===== src/zero_delay_sync_pkg.sv =====
// Shared constants and types for the zero-delay output synchronizer.
package zero_delay_sync_pkg;

  // Sizes.
  localparam int N_CHAN = 2;
  localparam int N_REF = 4;
  localparam int N_EXT_SYNC = 3;
  localparam int N_SYNC_IN = N_EXT_SYNC + N_REF + 1;
  localparam int DIV_W = 8;
  localparam int ADDR_W = 16;
  localparam int DATA_W = 32;
  localparam int REF_SEL_W = 2;

  // Register indices; the byte address is four times the index.
  localparam logic [13:0] IDX_SYNC_CTRL = 14'h0402;
  localparam logic [13:0] IDX_SW_SYNC = 14'h0a02;
  localparam logic [13:0] IDX_DIV = 14'h0410;
  localparam logic [13:0] IDX_STATUS = 14'h0411;

  // Field positions.
  localparam int MASK_LSB = 0;
  localparam int SRC_LSB = 4;
  localparam int SRC_W = 2;
  localparam int CTRL_W = 8;
  localparam int SW_SYNC_BIT = 1;
  localparam int ST_DET = 0;
  localparam int ST_STALL = 1;
  localparam int ST_OUT_LSB = 2;
  localparam int ST_ARMED = 4;

  // Sync source encodings.
  localparam logic [1:0] SRC_DIRECT = 2'h0;
  localparam logic [1:0] SRC_REF = 2'h1;
  localparam logic [1:0] SRC_FB = 2'h2;

  // Reset values.
  localparam logic [7:0] SYNC_CTRL_RESET = 8'h00;
  localparam logic [15:0] DIV_RESET = 16'h0404;

  // Release reclocking depth after the detector output.
  localparam int RELEASE_STAGES = 2;

  typedef enum logic [1:0] {DET_IDLE, DET_ARMED, DET_DIRECT} det_state_type;

endpackage


===== src/zero_delay_output_sync.sv =====
// Distribution output synchronizer with active-reference edge detection.
//
// Functional notes
// - Source 01 selects active-reference synchronization.
// - Bit 4 set with bit 5 clear (source 01) disables the direct path.
// - Detector watches the currently active reference.
// - Primary sync is OR of four sources.
// - Armed detector output high stalls unmasked dividers.
// - First reference rising edge releases the dividers.
// - One-shot sync; rearm needs new primary edge.
// - Release is reclocked into the divider clock.
// - Reclocking adds four or five clock periods.
// - Then one divider output period follows.
// - Set mask bit exempts a channel.
// - Masked channels keep running during stall.
// - Source 00 syncs on primary falling edge.
// - Software sync bit one-to-zero is the event.
// - Source 10 syncs on feedback rollover edge.
`timescale 1ns/10ps
module zero_delay_output_sync (
  // Clock, reset and clock enable.
  input wire logic pclk,
  input wire logic presetn,
  input wire logic ce,
  // APB slave.
  input wire logic psel,
  input wire logic penable,
  input wire logic pwrite,
  input wire logic [zero_delay_sync_pkg::ADDR_W-1:0] paddr,
  input wire logic [zero_delay_sync_pkg::DATA_W-1:0] pwdata,
  output logic [zero_delay_sync_pkg::DATA_W-1:0] prdata,
  output logic pready,
  output logic pslverr,
  // Sync sources, references and feedback.
  input wire logic auto_sync,
  input wire logic pin_sync,
  input wire logic eeprom_sync,
  input wire logic [zero_delay_sync_pkg::N_REF-1:0] ref_in,
  input wire logic [zero_delay_sync_pkg::REF_SEL_W-1:0] active_ref_sel,
  input wire logic fb_rollover,
  // Distribution.
  output logic [zero_delay_sync_pkg::N_CHAN-1:0] chan_out,
  output logic sync_pulse,
  output logic dist_stall
);

  localparam int NS = zero_delay_sync_pkg::N_SYNC_IN;
  localparam int NE = zero_delay_sync_pkg::N_EXT_SYNC;
  localparam int NR = zero_delay_sync_pkg::N_REF;
  localparam int RS = zero_delay_sync_pkg::RELEASE_STAGES;

  logic [NS-1:0] in_s1_r;
  logic [NS-1:0] in_s2_r;
  logic prim_prev_r;
  logic ref_prev_r;
  logic fb_prev_r;
  logic primary;
  logic prim_rise;
  logic prim_fall;
  logic ref_sel;
  logic ref_edge;
  logic fb_edge;
  logic [1:0] src;
  logic [zero_delay_sync_pkg::N_CHAN-1:0] mask;
  zero_delay_sync_pkg::det_state_type state_r;
  zero_delay_sync_pkg::det_state_type state_nxt;
  logic [RS-1:0] rel_r;
  logic [RS-1:0] rel_nxt;
  logic [zero_delay_sync_pkg::CTRL_W-1:0] ctrl_r;
  logic [zero_delay_sync_pkg::CTRL_W-1:0] ctrl_nxt;
  logic sw_sync_r;
  logic sw_sync_nxt;
  logic [15:0] div_r;
  logic [15:0] div_nxt;
  logic [31:0] prdata_nxt;
  logic pready_nxt;
  logic pslverr_nxt;
  logic setup;
  logic access;
  logic [13:0] idx;
  logic aligned;
  logic [31:0] status;

  // Pins and the references cross two flip-flops before use.
  always_ff @(posedge pclk or negedge presetn) begin
    if (!presetn) begin
      in_s1_r <= '0;
      in_s2_r <= '0;
    end else if (ce) begin
      in_s1_r <= {fb_rollover, ref_in, eeprom_sync, pin_sync, auto_sync};
      in_s2_r <= in_s1_r;
    end
  end

  assign src = ctrl_r[zero_delay_sync_pkg::SRC_LSB +: zero_delay_sync_pkg::SRC_W];
  assign mask = ctrl_r[zero_delay_sync_pkg::MASK_LSB +: zero_delay_sync_pkg::N_CHAN];
  // Any one of the four sources drives the primary sync signal.
  assign primary = sw_sync_r | (|in_s2_r[NE-1:0]);
  assign prim_rise = primary & ~prim_prev_r;
  // A set-then-clear of the software bit ends up as a falling edge here.
  assign prim_fall = ~primary & prim_prev_r;
  // The selected reference follows the active reference automatically.
  assign ref_sel = in_s2_r[NE + 32'(active_ref_sel)];
  assign ref_edge = ref_sel & ~ref_prev_r;
  assign fb_edge = in_s2_r[NE + NR] & ~fb_prev_r;

  // Edge detector.
  always_comb begin
    state_nxt = state_r;
    case (state_r)
      zero_delay_sync_pkg::DET_IDLE: begin
        // Only a new primary rising edge arms again.
        if (prim_rise) begin
          if (src == zero_delay_sync_pkg::SRC_REF || src == zero_delay_sync_pkg::SRC_FB) begin
            state_nxt = zero_delay_sync_pkg::DET_ARMED;
          end else begin
            state_nxt = zero_delay_sync_pkg::DET_DIRECT;
          end
        end
      end
      zero_delay_sync_pkg::DET_ARMED: begin
        if (src == zero_delay_sync_pkg::SRC_REF) begin
          if (ref_edge) begin
            state_nxt = zero_delay_sync_pkg::DET_IDLE;
          end
        end else if (src == zero_delay_sync_pkg::SRC_FB) begin
          if (fb_edge) begin
            state_nxt = zero_delay_sync_pkg::DET_IDLE;
          end
        end else begin
          state_nxt = zero_delay_sync_pkg::DET_IDLE;
        end
      end
      zero_delay_sync_pkg::DET_DIRECT: begin
        // The reference path disables the direct path.
        if (prim_fall || src == zero_delay_sync_pkg::SRC_REF) begin
          state_nxt = zero_delay_sync_pkg::DET_IDLE;
        end
      end
      default: begin
        state_nxt = zero_delay_sync_pkg::DET_IDLE;
      end
    endcase
    // The release is reclocked before it reaches the dividers.
    rel_nxt = {rel_r[RS-2:0], sync_pulse};
  end

  always_ff @(posedge pclk or negedge presetn) begin
    if (!presetn) begin
      state_r <= zero_delay_sync_pkg::DET_IDLE;
      sync_pulse <= 1'b0;
      rel_r <= '0;
      dist_stall <= 1'b0;
      prim_prev_r <= 1'b0;
      ref_prev_r <= 1'b0;
      fb_prev_r <= 1'b0;
    end else if (ce) begin
      state_r <= state_nxt;
      // Output goes high as soon as the detector is armed.
      sync_pulse <= (state_nxt != zero_delay_sync_pkg::DET_IDLE);
      rel_r <= rel_nxt;
      dist_stall <= rel_nxt[RS-1];
      prim_prev_r <= primary;
      ref_prev_r <= ref_sel;
      fb_prev_r <= in_s2_r[NE + NR];
    end
  end

  // Channel dividers; a masked channel never sees the stall.
  for (genvar i = 0; i < zero_delay_sync_pkg::N_CHAN; i++) begin : g_chan
    chan_divider u_div (
      .pclk(pclk),
      .presetn(presetn),
      .ce(ce),
      .stall(dist_stall & ~mask[i]),
      .divide_factor(div_r[i*zero_delay_sync_pkg::DIV_W +: zero_delay_sync_pkg::DIV_W]),
      .clk_out(chan_out[i])
    );
  end

  // APB slave, answering in the first access cycle.
  assign setup = psel & ~penable;
  assign access = psel & penable & pready;
  assign idx = paddr[15:2];
  assign aligned = (paddr[1:0] == 2'h0);
  assign status = {27'h0000000, (state_r == zero_delay_sync_pkg::DET_ARMED), chan_out,
                   dist_stall, sync_pulse};

  always_comb begin
    ctrl_nxt = ctrl_r;
    sw_sync_nxt = sw_sync_r;
    div_nxt = div_r;
    prdata_nxt = prdata;
    pready_nxt = setup;
    pslverr_nxt = 1'b0;
    if (setup) begin
      prdata_nxt = '0;
      if (aligned && idx == zero_delay_sync_pkg::IDX_SYNC_CTRL) begin
        prdata_nxt = {24'h000000, ctrl_r};
      end else if (aligned && idx == zero_delay_sync_pkg::IDX_SW_SYNC) begin
        prdata_nxt[zero_delay_sync_pkg::SW_SYNC_BIT] = sw_sync_r;
      end else if (aligned && idx == zero_delay_sync_pkg::IDX_DIV) begin
        prdata_nxt = {16'h0000, div_r};
      end else if (aligned && idx == zero_delay_sync_pkg::IDX_STATUS) begin
        prdata_nxt = status;
      end else begin
        pslverr_nxt = 1'b1;
      end
    end
    if (access && pwrite && aligned) begin
      if (idx == zero_delay_sync_pkg::IDX_SYNC_CTRL) begin
        ctrl_nxt = pwdata[zero_delay_sync_pkg::CTRL_W-1:0];
      end else if (idx == zero_delay_sync_pkg::IDX_SW_SYNC) begin
        sw_sync_nxt = pwdata[zero_delay_sync_pkg::SW_SYNC_BIT];
      end else if (idx == zero_delay_sync_pkg::IDX_DIV) begin
        div_nxt = pwdata[15:0];
      end
    end
  end

  always_ff @(posedge pclk or negedge presetn) begin
    if (!presetn) begin
      ctrl_r <= zero_delay_sync_pkg::SYNC_CTRL_RESET;
      sw_sync_r <= 1'b0;
      div_r <= zero_delay_sync_pkg::DIV_RESET;
      prdata <= '0;
      pready <= 1'b0;
      pslverr <= 1'b0;
    end else if (ce) begin
      ctrl_r <= ctrl_nxt;
      sw_sync_r <= sw_sync_nxt;
      div_r <= div_nxt;
      prdata <= prdata_nxt;
      pready <= pready_nxt;
      pslverr <= pslverr_nxt;
    end
  end

  // Helper that measures release-to-first-edge latency of channel 0.
  logic stall_prev_r;
  logic lat_on_r;
  logic [8:0] lat_r;
  logic [8:0] q0;
  assign q0 = (div_r[7:0] == 8'h00) ? 9'h001 : {1'b0, div_r[7:0]};

  always_ff @(posedge pclk or negedge presetn) begin
    if (!presetn) begin
      stall_prev_r <= 1'b0;
      lat_on_r <= 1'b0;
      lat_r <= '0;
    end else if (ce) begin
      stall_prev_r <= dist_stall;
      if (stall_prev_r && !dist_stall && !mask[0]) begin
        lat_on_r <= 1'b1;
        lat_r <= 9'h001;
      end else if (chan_out[0]) begin
        lat_on_r <= 1'b0;
      end else if (lat_on_r) begin
        lat_r <= lat_r + 9'h001;
      end
    end
  end

  AST_REF_ARMS: assert property (@(posedge pclk) disable iff (!presetn)
    (ce && state_r == zero_delay_sync_pkg::DET_IDLE && prim_rise &&
     src == zero_delay_sync_pkg::SRC_REF) |=> (state_r == zero_delay_sync_pkg::DET_ARMED))
    else $error("reference mode did not arm");

  AST_NO_DIRECT_IN_REF: assert property (@(posedge pclk) disable iff (!presetn)
    (src == zero_delay_sync_pkg::SRC_REF && $past(src) == zero_delay_sync_pkg::SRC_REF &&
     $past(ce)) |-> (state_r != zero_delay_sync_pkg::DET_DIRECT))
    else $error("direct path active in reference mode");

  AST_REF_EDGE_RELEASE: assert property (@(posedge pclk) disable iff (!presetn)
    (ce && state_r == zero_delay_sync_pkg::DET_ARMED && src == zero_delay_sync_pkg::SRC_REF
     && ref_edge) ##1 ce [*3] |-> !sync_pulse ##2 !dist_stall)
    else $error("reference edge did not release");

  AST_ARM_HIGH: assert property (@(posedge pclk) disable iff (!presetn)
    (ce && state_r == zero_delay_sync_pkg::DET_IDLE && prim_rise) |=> sync_pulse)
    else $error("detector output not high when armed");

  AST_RECLOCK: assert property (@(posedge pclk) disable iff (!presetn)
    (ce && $past(ce) && $past(ce, 2)) |-> (dist_stall == $past(sync_pulse, 2)))
    else $error("release not delayed by two cycles");

  AST_ONE_SHOT: assert property (@(posedge pclk) disable iff (!presetn)
    (ce && state_r == zero_delay_sync_pkg::DET_IDLE && !prim_rise) |=>
     (state_r == zero_delay_sync_pkg::DET_IDLE))
    else $error("detector rearmed without primary edge");

  AST_DIRECT_FALL: assert property (@(posedge pclk) disable iff (!presetn)
    (ce && state_r == zero_delay_sync_pkg::DET_DIRECT && prim_fall) |=> !sync_pulse)
    else $error("direct falling edge did not release");

  AST_FB_ONLY: assert property (@(posedge pclk) disable iff (!presetn)
    (ce && state_r == zero_delay_sync_pkg::DET_ARMED && src == zero_delay_sync_pkg::SRC_FB
     && !fb_edge) |=> (state_r == zero_delay_sync_pkg::DET_ARMED))
    else $error("feedback mode released without rollover");

  AST_STALL_LOW: assert property (@(posedge pclk) disable iff (!presetn)
    (dist_stall && !mask[0]) ##1 (dist_stall && !mask[0]) |-> !chan_out[0])
    else $error("stalled channel output not low");

  AST_LATENCY: assert property (@(posedge pclk) disable iff (!presetn)
    (lat_on_r && $rose(chan_out[0])) |-> (lat_r == q0))
    else $error("restart latency wrong");

  AST_APB_ANSWER: assert property (@(posedge pclk) disable iff (!presetn)
    (ce && psel && !penable) |=> pready)
    else $error("apb access not answered in one cycle");

  COV_REF_SYNC: cover property (@(posedge pclk) disable iff (!presetn)
    state_r == zero_delay_sync_pkg::DET_ARMED && src == zero_delay_sync_pkg::SRC_REF
    && ref_edge);
  COV_DIRECT_SYNC: cover property (@(posedge pclk) disable iff (!presetn)
    state_r == zero_delay_sync_pkg::DET_DIRECT && prim_fall);
  COV_FB_SYNC: cover property (@(posedge pclk) disable iff (!presetn)
    state_r == zero_delay_sync_pkg::DET_ARMED && src == zero_delay_sync_pkg::SRC_FB && fb_edge);
  COV_MASKED_RUN: cover property (@(posedge pclk) disable iff (!presetn)
    dist_stall && mask[1] && $rose(chan_out[1]));

endmodule


===== src/chan_divider.sv =====
// Output channel divider that can be stalled and restarted.
`timescale 1ns/10ps
module chan_divider (
  // Clock, reset and clock enable.
  input wire logic pclk,
  input wire logic presetn,
  input wire logic ce,
  // Control.
  input wire logic stall,
  input wire logic [zero_delay_sync_pkg::DIV_W-1:0] divide_factor,
  // Divided output.
  output logic clk_out
);

  logic [zero_delay_sync_pkg::DIV_W-1:0] cnt_r;
  logic [zero_delay_sync_pkg::DIV_W-1:0] cnt_nxt;
  logic started_r;
  logic started_nxt;
  logic out_nxt;
  logic [zero_delay_sync_pkg::DIV_W-1:0] q;
  logic [zero_delay_sync_pkg::DIV_W-1:0] hi;

  // A divide factor of zero behaves as one.
  assign q = (divide_factor == '0) ? 8'h01 : divide_factor;
  assign hi = {1'b0, q[7:1]} + {7'h00, q[0]};

  // First rising output edge comes one full output period after release.
  always_comb begin
    cnt_nxt = cnt_r;
    started_nxt = started_r;
    if (stall) begin
      cnt_nxt = '0;
      started_nxt = 1'b0;
    end else if (cnt_r == q - 8'h01) begin
      cnt_nxt = '0;
      started_nxt = 1'b1;
    end else begin
      cnt_nxt = cnt_r + 8'h01;
    end
    out_nxt = started_nxt && (cnt_nxt < hi);
  end

  always_ff @(posedge pclk or negedge presetn) begin
    if (!presetn) begin
      cnt_r <= '0;
      started_r <= 1'b0;
      clk_out <= 1'b0;
    end else if (ce) begin
      cnt_r <= cnt_nxt;
      started_r <= started_nxt;
      clk_out <= out_nxt;
    end
  end

endmodule


===== config.mk =====
export PLATFORM = sky130hd
export DESIGN_NAME = zero_delay_output_sync
export DESIGN_NICKNAME = d
export VERILOG_FILES = /design/src/zero_delay_sync_pkg.sv /design/src/zero_delay_output_sync.sv /design/src/chan_divider.sv
export SDC_FILE = /design/constraint.sdc
export NUM_CORES = 1
export LEC_CHECK = 0
export ABC_CLOCK_PERIOD_IN_PS = 6500
export BUFFER_PORTS_ARGS = -buffer_cell sky130_fd_sc_hd__buf_2
export CAP_MARGIN = 20
export CORE_MARGIN = 10
export CORE_UTILIZATION = 27
export CTS_BUF_LIST = sky130_fd_sc_hd__clkbuf_8
export DETAILED_ROUTE_END_ITERATION = 8
export PLACE_DENSITY = 0.48
export SETUP_SLACK_MARGIN = 0.2
export SKIP_LAST_GASP = 1
export SLEW_MARGIN = 20
export SYNTH_ARGS = -nofsm -noshare
export SYNTH_HDL_FRONTEND = slang
export SYNTH_SLANG_ARGS = --single-unit
export TNS_END_PERCENT = 30

===== constraint.sdc =====
create_clock -name pclk -period 6.5 [get_ports pclk]
set_input_delay 0.65 -clock pclk [delete_from_list [all_inputs] [get_ports pclk]]
set_output_delay 0.65 -clock pclk [all_outputs]
set_load 0.01 [all_outputs]

Yosys cells after proc, flatten, opt, wreduce, memory -nomap -nowiden. Cells that the tools add are included.

Register bits: 103. Input bits: 64.

$add $sub $neg: 7. $lt $le $gt $ge: 3. Equal/unequal tests: 10. Multiplexer cells: 31. Bitwise operators: 19. Reductions and logical operators: 20.

Operators by type and width (number): 8-bit 2-to-1 mux (6); 14-bit by 11-bit == test with 1-bit output (second input constant) (3); 32-bit 2-to-1 mux (1); 30-bit 2-to-1 mux (1); 7-bit by 1-bit adder with 8-bit output (2); 8-bit by 1-bit adder with 8-bit output (second input constant) (2); 8-bit == test (2); 8-bit zero test (2); 8-bit less-than comparator (2); 16-bit 2-to-1 mux (1); 8-bit by 1-bit subtractor with 8-bit output (second input constant) (2); 14-bit by 12-bit == test with 1-bit output (second input constant) (1); 2-bit 2-to-1 mux (7); 1-bit 2-to-1 mux (12); 1-bit bitwise AND (9); 1-bit inverter (9); 1-bit logical AND (8); 2-bit one-hot mux with 3 select lines (1); 5-bit 2-to-1 mux (1); 5-bit AND reduction (1); 2-bit by 1-bit == test with 1-bit output (second input constant) (2); 2-bit == test (second input constant) (2); 2-bit zero test (2); 3-bit by 4-bit less-than comparator with 1-bit output (second input constant) (1); other kinds (9) (10).

Longest topological paths before layout. Gate-level depths: netlist of the first run.

Word-level depth: 8. Depth in mapped cells: 17. Gate-level depth less buffers: 16.

By module. A second synthesis of the first run with hierarchy kept.

Cells, all modules: 550. Area, all modules: 5576.6 sq um.

Modules (own cells, without submodules): zero_delay_output_sync (instances 1, cells each 240, area each 3135.5 sq um, sequential area each 1679.1 sq um); chan_divider (g_chan[0].u_div) (instances 1, cells each 160, area each 1228.7 sq um, sequential area each 250.2 sq um); chan_divider (g_chan[1].u_div) (instances 1, cells each 150, area each 1212.4 sq um, sequential area each 250.2 sq um).

Worst setup path before layout of the first run. No wires, ideal clock.

Path type: register to register. Start: register div_r[2]. End: register g_chan[0].u_div.clk_out. Setup time: 0.138 ns. Data arrival time: 3.920 ns. Data required time: 6.362 ns. Setup slack: 2.441 ns. Stages on the path, launching flop included: 18. Period minus slack after synthesis: 4.059 ns. Cells stage by stage: dfstp_2 > clkbuf_1 > nor4_1 > a21oi_1 > ha_1 > or3b_2 > a221o_1 > a31oi_1 > nand4_1 > o22ai_1 > clkbuf_1 > nor2_1 > ha_1 > nand4_1 > a211oi_1 > nand3_1 > o21ai_0 > a221oi_1.

Word-level cells in the longest chain between the ends: 8. Elaborated cells between the ends (all ways): 11. Those cells by class: add/sub: 2; order compare: 1; eq/ne: 1; mux: 5; reduce/logical: 2.

Ends and longest elaborated chain: from (decl) (RTL line zero_delay_output_sync.sv:73) `logic [15:0] div_r;`; from (signal assigned) (RTL line zero_delay_output_sync.sv:225) `div_r <= zero_delay_sync_pkg::DIV_RESET;`; from (signal assigned) (RTL line zero_delay_output_sync.sv:232) `div_r <= div_nxt;`; 8-bit zero test; 8-bit 2-to-1 mux * (RTL line chan_divider.sv:24) `assign q = (divide_factor == '0) ? 8'h01 : divide_factor;`; 8-bit by 1-bit subtractor with 8-bit output * (RTL line chan_divider.sv:34) `end else if (cnt_r == q - 8'h01) begin`; 8-bit == test * (RTL line chan_divider.sv:34); 8-bit 2-to-1 mux * (RTL line chan_divider.sv:34); 8-bit 2-to-1 mux * (RTL line chan_divider.sv:31) `if (stall) begin`; via g_chan[0].u_div.cnt_nxt, one bit (RTL line chan_divider.sv:16) `logic [zero_delay_sync_pkg::DIV_W-1:0] cnt_nxt;`; 8-bit less-than comparator * (RTL line chan_divider.sv:40) `out_nxt = started_nxt && (cnt_nxt < hi);`; 1-bit logical AND * (RTL line chan_divider.sv:40); to (signal assigned) (RTL line chan_divider.sv:51) `clk_out <= out_nxt;`; to (decl) (RTL line chan_divider.sv:12) `output logic clk_out`.

Mark *: on every way through the listed nets, which the timed path passes. The rest lies on a longest branch. A chain may end at the register's enable or synchronous reset.

Worst setup path after layout of the first run. Same ends and word-level chain as after synthesis.

==> flow_metrics.tcl, run 1 <==
set metrics [dict create \
    status "finished clean" \
    track_usage_pct 10.5 \
    ctsHtreeMaxLevel 3 \
    cts_tree "done" \
    syn_area_sq_mm 0.00532 \
    avgSynthCellArea_sq_um 9.88 \
    timing.fmax_mhz 236 \
    clkTransAtPathRegs_ps 90 \
    crit_required_ps 6740 \
    drt.antenna.violating_nets 0 \
    port_buffers 69 \
    hold_viol 0 \
    core_area_sq_mm 0.0195 \
    row_count 51 \
    worstSetupStartpointType "register" \
    period_needed_ps 4240 \
    vias_per_cell 4.79 \
    io_pins 102 \
    synth_edf_count 0 \
    start_util_pct 27.4 \
    insertedDiodeCount 0 \
    place_congestion 0.818 \
    grt_pass1_wl_mm 22.3 \
    remaining_drc_errors 0 \
    grt_setup_unrepaired "no" \
    criticalPathCategory "reg -> reg" \
    worst_pin_slew_ps 992 \
    arrival_ps 4490 \
    firstDrtPassIters 5 \
    drt_iter0_markers 165 \
    clkSinkCount 87 \
    synth_warnings 0 \
    crit_path_end_kind "register" \
    power_mw 1.42 \
    cts_hold_buf 0 \
    place_hpwl_mm 10.2 \
    synthFlopType "dfrtp_1" \
    max-cap-violations 0 \
    drive_gt1_share_pct 25.3 \
    clockBufferDepth 2 \
    die_area_sq_mm 0.0257 \
    power_density_mw_per_mm2 235 \
    critPathTopFamily "compound AO/OA/AOI/OAI gates" \
    hold_path.class "in -> async" \
    tns_ps 0 \
    cts_root_buffer "clkbuf_8" \
    synth-seq-cells 87 \
    die_w_um 160 \
    final_util_pct 31.0 \
    area_delta_synth_final_pct 13.3 \
    antenna_found_initial 1 \
    synthArstFlopShare_pct 100 \
    hold_ws_ps 278 \
    leakage_nw 2.67 \
    synth_cell_type_count 73 \
    cts-buffers-inserted 9 \
    ys_seq_area_share_pct 40.9 \
    critPathBufInv 0 \
    ctsResizeCount 0 \
    grt_pass1_vias 4274 \
    synth_cells 539 \
    cpMaxStageDelayCell "dfstp_2" \
    finalMaxSlewViolations 0 \
    clk_latency_ps 370 \
    vdd_drop_max_mv 0.0926 \
    wl_mm 13.6 \
    die_y_um 160 \
    grt_max_degree 55 \
    fin_skew_ps 5.78 \
    cp_max_fo 15 \
    max_slew_margin_pct 33.7 \
    period_share_pct 65.3 \
    routed-via-count 4118 \
    finalNetCount 676 \
    setup_violations 0 \
    gr-total-overflow 0 \
    post_cts_buffers 0 \
    crit_path_cell_trace "nor4_1, a21oi_1, ha_1, or3b_2, a221o_1, a31oi_1, nand4_1, o22ai_2, nor2_1, ha_1, nand4_1, a211oi_1, nand3_1, o21ai_0, a221oi_1" \
    max_stage_delay_ps 660 \
    wl_per_cell_um 15.8 \
]
-- synthesized netlist by cell type (10+ instances only) --
cell type   n  area share, %
and3_1     10            1.2
dfrtp_1    85             40
a21oi_1    23            2.2
nor2_1     27            1.9
mux2_2     39            8.2
inv_1      28            2.0
clkbuf_1   26            1.8
xor2_1     16            2.6
nand3_1    15            1.4
buf_4      18            2.5
ha_1       23            5.4
nand2_1    41            2.9
o21ai_0    34            3.2
nor3_1     13            1.2
xnor2_1    21            3.5
-- through the flow --
step	cell area, sq um	setup slack, ps	cells
finish	6030	2260	859
global route	6030	1860	859
CTS	6020	1850	859
detailed placement	5820	1890	843
global placement	5820	1990	843
floorplan	5380	2440	554
-- area by class of cell --
| cell class | count | area (sq um) |
|---|---|---|
| multi-input combinational | 391 | 2840 |
| timing repair buffer | 72 | 370 |
| sequential | 87 | 2180 |
| inverter | 28 | 105 |
| clock inverter | 6 | 61.3 |
| tap | 265 | 332 |
| clock buffer | 10 | 138 |
| fill | 2052 | 13400 |
-- report_power, final --
| group | switching, mW | total [mW] | internal (mW) |
|---|---|---|---|
| registers | 0.0665 | 0.660 | 0.593 |
| clock network | 0.196 | 0.383 | 0.187 |
| logic | 0.205 | 0.376 | 0.171 |
| total | 0.468 | 1.42 | 0.951 |
-- flip-flops by register name, summed over array words and instances, names as in the netlist, 2 cells and up --
| register | cells |
|---|---|
| div_r | 16 |
| g_chan.u_div.clk_out | 2 |
| prdata | 16 |
| ctrl_r | 8 |
| in_s2_r | 8 |
| state_r | 2 |
| g_chan.u_div.cnt_r | 16 |
| g_chan.u_div.started_r | 2 |
| in_s1_r | 8 |
-- placed cells by master, fill, tap and decap left out, types with 3 or more instances in the layout --
cell,instances
a211oi_1,4
a21oi_1,23
a222oi_1,4
a22o_1,7
a22oi_1,3
a31oi_1,4
and3_1,10
buf_2,68
buf_4,4
clkbuf_8,10
conb_1,16
dfrtp_1,85
ha_1,23
inv_1,30
mux2_2,39
mux2i_1,3
nand2_1,41
nand2b_1,6
nand3_1,15
nand3b_1,3
nand4_1,8
nor2_1,27
nor2b_1,8
nor3_1,13
nor4_1,4
o21ai_0,34
o22ai_1,5
or2_2,3
xnor2_1,21
xor2_1,16
-- layer usage --
| metal | wire (um) | GRT usage, % |
|---|---|---|
| met5 | 7 | 0 |
| met4 | 67 | 2.17 |
| met3 | 691 | 3.55 |
| met2 | 6800 | 17.6 |
| met1 | 6040 | 12.7 |
-- cells by family after synthesis --
family	share of synthesized area, %
XOR/XNOR	6.09
other	0.0704
AND/OR/NAND/NOR	16.1
AO/OA/AOI/OAI	14.7
adder cells (fa/ha/maj)	5.41
buffers and inverters	6.82
multiplexers	9.94
flip-flops	40.9
-- worst paths after layout --
check / end / startpoint / slack [ps] / cells after the start
max in group asynchronous: in_s2_r[0]$_DFFE_PN0P_ / presetn / 5230 / 2
min in group pclk: prdata[2]$_DFFE_PN0P_ / prdata[2]$_DFFE_PN0P_ / 490 / 2
worst max register to register: g_chan[0].u_div.clk_out$_DFFE_PN0P_ / div_r[2]$_DFFE_PN1P_ / 2260 / 15
worst min register to register: prdata[2]$_DFFE_PN0P_ / prdata[2]$_DFFE_PN0P_ / 490 / 2
worst max-delay path: g_chan[0].u_div.clk_out$_DFFE_PN0P_ / div_r[2]$_DFFE_PN1P_ / 2260 / 15
worst min-delay path: div_r[13]$_DFFE_PN0P_ / presetn / 280 / 1
Power figures use the tool's default switching activity.
==> run 2: changes to the inputs <==
--- a/config.mk
+++ b/config.mk
@@ -5,7 +5,8 @@
 export SDC_FILE = /design/constraint.sdc
 export NUM_CORES = 1
 export LEC_CHECK = 0
-export ABC_CLOCK_PERIOD_IN_PS = 6500
+export ABC_AREA = 1
+export ABC_CLOCK_PERIOD_IN_PS = 4000
 export BUFFER_PORTS_ARGS = -buffer_cell sky130_fd_sc_hd__buf_2
 export CAP_MARGIN = 20
 export CORE_MARGIN = 10
==> constraint.sdc (replaced) <==
create_clock -name pclk -period 4 [get_ports pclk]
set_input_delay 0.4 -clock pclk [delete_from_list [all_inputs] [get_ports pclk]]
set_output_delay 0.4 -clock pclk [all_outputs]
set_load 0.01 [all_outputs]
==> run 2 against run 1 <==
Synthesized area rose by 2.3%. Critical path depth rose by 4. Combinational power fell by 39%. Setup slack got worse by 1400 ps. Cell count rose by 23%. Maximum frequency rose by 37%. Worst hold slack got worse by 230 ps. Global-route usage rose by 0.83 points. Clock skew rose by 4.8 ps. Register-to-register slack got worse by 1400 ps. Critical path type unchanged. Critical endpoint is now g_chan[1].u_div.clk_out$_DFFE_PN0P_. Largest cell class unchanged. Highest routed layer is now met4.
==> flow_metrics.tcl, run 2 <==
set metrics [dict create \
    ys_seq_area_share_pct 40.0 \
    row_count 51 \
    synth_warnings 0 \
    cts-buffers-inserted 9 \
    tns_ps 0 \
    die_y_um 162 \
    leakage_nw 3.17 \
    criticalPathCategory "reg -> reg" \
    die_area_sq_mm 0.0263 \
    critPathBufInv 1 \
    grt_setup_unrepaired "no" \
    max_slew_margin_pct 55.5 \
    yosys.area.top_type "dfrtp_1" \
    crit_path_end_kind "register" \
    clk_latency_ps 380 \
    drt.antenna.violating_nets 0 \
    final_common_cell "nand2_1" \
    period_needed_ps 3090 \
    power_density_mw_per_mm2 297 \
    post_cts_buffers 0 \
    gr-total-overflow 0 \
    max-cap-violations 0 \
    wl_mm 14.3 \
    area_delta_synth_final_pct 13.0 \
    grt_pass1_vias 4694 \
    crit_path_cell_trace "nor2_2, nand2_1, nor2_1, nor2_2, ha_1, xor2_1, o21ai_0, nor2_1, nand2_1, nor2_1, nand3_2, inv_2, nor3_2, ha_1, a21oi_1, o21ai_0, nor2_1, nand2_1, nand2_1" \
    insertedDiodeCount 0 \
    finalNetCount 871 \
    finalMaxSlewViolations 0 \
    grt_pass1_wl_mm 24.1 \
    synth_cell_type_count 36 \
    avgSynthCellArea_sq_um 7.50 \
    critPathTopFamily "simple AND/OR/NAND/NOR gates" \
    status "finished clean" \
    wl_per_cell_um 13.5 \
    clkSinkCount 87 \
    max_stage_delay_ps 600 \
    ctsResizeCount 0 \
    period_share_pct 77.4 \
    cts_hold_buf 0 \
    final_cell_mix "nand2_1, inv_1, dfrtp_1" \
    arrival_ps 3420 \
    setup_violations 0 \
    clkTransAtPathRegs_ps 100 \
    fin_skew_ps 10.5 \
    synth_cells 726 \
    synth_edf_count 0 \
    yosys-top-cells-area "dfrtp_1, nand2_1, inv_1" \
    syn_area_sq_mm 0.00545 \
    synth_top_cell_area_share_pct 39.1 \
    grt_max_degree 51 \
    worst_pin_slew_ps 667 \
    dp_cells 1038 \
    io_pins 102 \
    start_util_pct 27.7 \
    crit_required_ps 4320 \
    core_area_sq_mm 0.0197 \
    drt_iter0_markers 279 \
    final_cells 1054 \
    power_mw 1.83 \
    synth.most_common_cell "nand2_1" \
    vdd_drop_max_mv 0.176 \
    hold_path.class "in -> async" \
    drive_gt1_share_pct 15.1 \
    rr_startpoint "div_r[10]$_DFFE_PN1P_" \
    cp-startpoint "div_r[10]$_DFFE_PN1P_" \
    synthArstFlopShare_pct 100 \
    port_buffers 69 \
    cpMaxStageDelayCell "dfstp_2" \
    hold_viol 0 \
    final_util_pct 31.3 \
    synthFlopType "dfrtp_1" \
    worstSetupStartpointType "register" \
    routed-via-count 4566 \
    die_w_um 162 \
    reg_top3 "div_r (16), g_chan.u_div.cnt_r (16), prdata (16)" \
    place_hpwl_mm 10.9 \
    place_congestion 0.851 \
    timing.fmax_mhz 323 \
    synthTopCellsByCount "nand2_1, inv_1, dfrtp_1, o21ai_0, nor2_1" \
    firstDrtPassIters 4 \
    synth-seq-cells 87 \
    antenna_found_initial 0 \
    track_usage_pct 11.3 \
    cp_max_fo 7 \
    ctsHtreeMaxLevel 3 \
    cts_root_buffer "clkbuf_8" \
    vias_per_cell 4.33 \
    cts_tree "done" \
    clockBufferDepth 2 \
    remaining_drc_errors 0 \
]
run 2: cell types whose count changed in the layout (fill, tap and decap cells not counted), moves of 8 or more:
cell	before	now
o21ai_0	34	68
nor2b_1	8	0
xnor2_1	21	10
nand2_1	41	190
a21oi_1	23	11
mux2_2	39	9
nand3_1	15	37
and3_1	10	0
inv_1	30	103
o31ai_1	1	9
nor2_1	27	56
run 2: area by class of cell:
cell class | count | area, sq um
clock inverters | 7 | 68.8
repair buffers | 74 | 385
fillers | 2174 | 13500
inverters | 108 | 405
clock buffers | 9 | 124
well taps | 265 | 332
multi-input cells | 504 | 2660
flip-flops and latches | 87 | 2180
run 2: path summary, 6_finish.rpt:
path | end | slack [ps] | cells past startpoint
worst max-delay path | g_chan[1].u_div.clk_out$_DFFE_PN0P_ | 910 | 19
worst min-delay path | in_s2_r[4]$_DFFE_PN0P_ | 50 | 1
worst max register to register | g_chan[1].u_div.clk_out$_DFFE_PN0P_ | 910 | 19
worst min register to register | in_s1_r[6]$_DFFE_PN0P_ | 480 | 2
max in group asynchronous | div_r[2]$_DFFE_PN1P_ | 3160 | 2
min in group pclk | in_s1_r[3]$_DFFE_PN0P_ | 220 | 3
run 2: worst reg2reg max path: cells and delay by family, from the launching register on:
family,cells,cell delay [ps]
flops,1,600
buf+inv,1,160
compound gates,3,360
simple gates,12,1140
xor+xnor,1,170
fa+ha+maj,2,620
run 2: through the flow:
stage          setup slack, ps  area (sq um)  hold WS [ps]
2_1_floorplan             1370          5500           104
3_3_place_gp               907          5960           457
3_5_place_dp               902          5960           459
4_1_cts                    867          6160          56.8
5_1_grt                    494          6160          86.6
6_report                   906          6160          52.1
run 2: kinds of logic after synthesis:
logic type	count (synthesis)	share of synthesized area [%]
buffers and inverters	150	12.2
xor gates and xnor gates	30	4.82
DFF	87	40.0
adders and majority gates	23	5.28
muxes	9	1.86
and+or+nand+nor	325	25.3
AOI/OAI and AO/OA	101	10.5
other	1	0.0689
run 2: power breakdown:
group | total [mW] | switching [mW] | internal [mW]
clock | 0.632 | 0.386 | 0.246
combinational | 0.230 | 0.153 | 0.0775
sequential | 0.965 | 0.0332 | 0.932
run 2: metal layers:
metal / GRT usage (%) / vias to the layer above / part of all wire, %
met3: 3.21 / 2 / 4.5
met5: 0 / - / 0
met1: 14.3 / 2105 / 48
li1: - / 2394 / -
met4: 2.23 / 0 / 0.34
met2: 18.8 / 65 / 47
==> run 3: changes to the inputs <==
--- a/config.mk
+++ b/config.mk
@@ -6,14 +6,14 @@
 export NUM_CORES = 1
 export LEC_CHECK = 0
 export ABC_AREA = 1
-export ABC_CLOCK_PERIOD_IN_PS = 4000
+export ABC_CLOCK_PERIOD_IN_PS = 2600
 export BUFFER_PORTS_ARGS = -buffer_cell sky130_fd_sc_hd__buf_2
 export CAP_MARGIN = 20
 export CORE_MARGIN = 10
 export CORE_UTILIZATION = 27
 export CTS_BUF_LIST = sky130_fd_sc_hd__clkbuf_8
 export DETAILED_ROUTE_END_ITERATION = 8
-export PLACE_DENSITY = 0.48
+export PLACE_DENSITY = 0.49
 export SETUP_SLACK_MARGIN = 0.2
 export SKIP_LAST_GASP = 1
 export SLEW_MARGIN = 20
==> constraint.sdc (replaced) <==
create_clock -name pclk -period 2.6 [get_ports pclk]
set_input_delay 0.26 -clock pclk [delete_from_list [all_inputs] [get_ports pclk]]
set_output_delay 0.26 -clock pclk [all_outputs]
set_load 0.01 [all_outputs]
==> run 3 against run 2 <==
Combinational power rose by 62%. Die area stayed put. Clock power up 43%. Critical path type unchanged. Highest routed layer unchanged. Cell count grew 4.6%. The flow now finishes with violations (negative setup slack). Maximum frequency is 13% higher. Critical path depth is 5 higher.
==> flow_metrics.tcl, run 3 (synthesis gave the netlist of run 2 again) <==
set metrics [dict create \
    place_congestion 0.855 \
    routed-via-count 4855 \
    final_cells 1103 \
    core_area_sq_mm 0.0197 \
    drive_gt1_share_pct 23.5 \
    track_usage_pct 11.5 \
    area_delta_synth_final_pct 22.5 \
    power_density_mw_per_mm2 412 \
    drt_iter0_markers 208 \
    ctsHtreeMaxLevel 3 \
    insertedDiodeCount 0 \
    grt_max_degree 45 \
    cts_root_buffer "clkbuf_8" \
    cpMaxStageDelayCell "dfstp_2" \
    clk_latency_ps 380 \
    period_needed_ps 2740 \
    crit_required_ps 2880 \
    violations "negative setup slack" \
    final_cell_mix "nand2_1, inv_1, dfrtp_1" \
    grt_pass1_wl_mm 24.5 \
    worstSetupStartpointType "register" \
    finalNetCount 920 \
    drt.antenna.violating_nets 0 \
    reg2reg_depth 24 \
    dp_cells 1077 \
    io_pins 102 \
    port_buffers 69 \
    leakage_nw 3.46 \
    firstDrtPassIters 4 \
    max_slew_margin_pct 57.6 \
    crit_path_end_kind "register" \
    power_mw 2.75 \
    grt_pass1_vias 4784 \
    die_y_um 162 \
    crit_top_cell "nand2_1" \
    tns_ps -243 \
    period_share_pct 106 \
    setup_violations 2 \
    grt_setup_unrepaired "yes" \
    cts-buffers-inserted 9 \
    max-cap-violations 0 \
    min_from "eeprom_sync" \
    vias_per_cell 4.40 \
    start_util_pct 27.7 \
    status "finished with violations" \
    fin_skew_ps 12.2 \
    max_stage_delay_ps 560 \
    antenna_found_initial 0 \
    vdd_drop_max_mv 0.221 \
    cts_tree "done" \
    wl_mm 14.9 \
    rr_startpoint "div_r[10]$_DFFE_PN1P_" \
    cp_max_fo 7 \
    hold_end "in_s1_r[2]$_DFFE_PN0P_" \
    criticalPathCategory "reg -> reg" \
    clkTransAtPathRegs_ps 90 \
    place_hpwl_mm 11.5 \
    timing.fmax_mhz 365 \
    finalMaxSlewViolations 0 \
    worst_pin_slew_ps 635 \
    arrival_ps 3020 \
    final_util_pct 33.9 \
    clkSinkCount 87 \
    setup_ws_ps -143 \
    rr_endpoint "g_chan[1].u_div.clk_out$_DFFE_PN0P_" \
    gr-total-overflow 0 \
    die_area_sq_mm 0.0263 \
    hold_viol 0 \
    die_w_um 162 \
    hold_ws_ps 75.3 \
    holdPathStages 3 \
    nFillCells 2171 \
    crit_path_cell_trace "nor2_4, nand2_2, nor2_2, nor2_2, ha_4, inv_4, nand2_2, nand2_2, nand2_2, nand3_2, nor2_2, nand2_1, nor2_2, nand3_2, clkinv_4, nor3_4, ha_1, nand2_1, inv_1, nand2_1, nand2_1, nand2_1, nand2_1, nand2_1" \
    remaining_drc_errors 0 \
    final_common_cell "nand2_1" \
    hold_path.class "in -> reg" \
    row_count 51 \
    clockBufferDepth 2 \
    reg_top3 "div_r (16), g_chan.u_div.cnt_r (16), prdata (16)" \
    wl_per_cell_um 13.5 \
    r2r_setup_slack_ps -140 \
]
==> run 3: layer usage <==
metal / wire (um) / track usage [%]
met3: 700 / 3.36
met1: 6860 / 14.2
met2: 7200 / 19.4
met5: 0 / 0
met4: 142 / 2.65
==> run 3: metrics by stage <==
stage | worst slack (ps) | area, sq um
finish | -143 | 6670
global route | -361 | 6670
CTS | -131 | 6490
detailed placement | -182 | 6280
global placement | -126 | 6280
floorplan | 45.8 | 5530
==> run 3: final cells by class <==
type                       instances  area, sq um  area share (%)
clock buffer                      10          138            2.06
clock inverter                     6         37.5           0.563
inverter                         108          415            6.23
multi-input combinational        504         2810            42.2
sequential                        87         2180            32.7
tap                              265          332            4.97
timing repair buffer             123          756            11.3
==> run 3: power by group <==
part	switching [mW]	internal [mW]
logic	0.242	0.129
registers	0.0440	1.43
clock network	0.533	0.369
==> run 3: what timing repair did <==
action	4_1_cts	5_1_grt
setup endpoints to repair	4	15
setup buffers	2	7
pin swaps	2	26
gates resized for setup	1	35
endpoints found under the hold margin	31	0
hold buffers	1	0
gates cloned	0	0
==> run 3: critical path, delay by kind of cell (launching register included) <==
family	cells	cell delay (ps)
adders and majority gates	2	480
buffers and inverters	3	210
DFF	1	560
and+or+nand+nor	19	1410
==> run 3: how the worst max path moves through the flow <==
stage                          start  slack (ps)                             endpoint
5_1_grt        div_r[10]$_DFFE_PN1P_        -360  g_chan[1].u_div.clk_out$_DFFE_PN0P_
2_1_floorplan   div_r[2]$_DFFE_PN1P_          50  g_chan[0].u_div.clk_out$_DFFE_PN0P_
6_report       div_r[10]$_DFFE_PN1P_        -140  g_chan[1].u_div.clk_out$_DFFE_PN0P_
3_3_place_gp   div_r[10]$_DFFE_PN1P_        -130  g_chan[1].u_div.clk_out$_DFFE_PN0P_
3_5_place_dp   div_r[10]$_DFFE_PN1P_        -180  g_chan[1].u_div.clk_out$_DFFE_PN0P_
4_1_cts        div_r[10]$_DFFE_PN1P_        -130  g_chan[1].u_div.clk_out$_DFFE_PN0P_
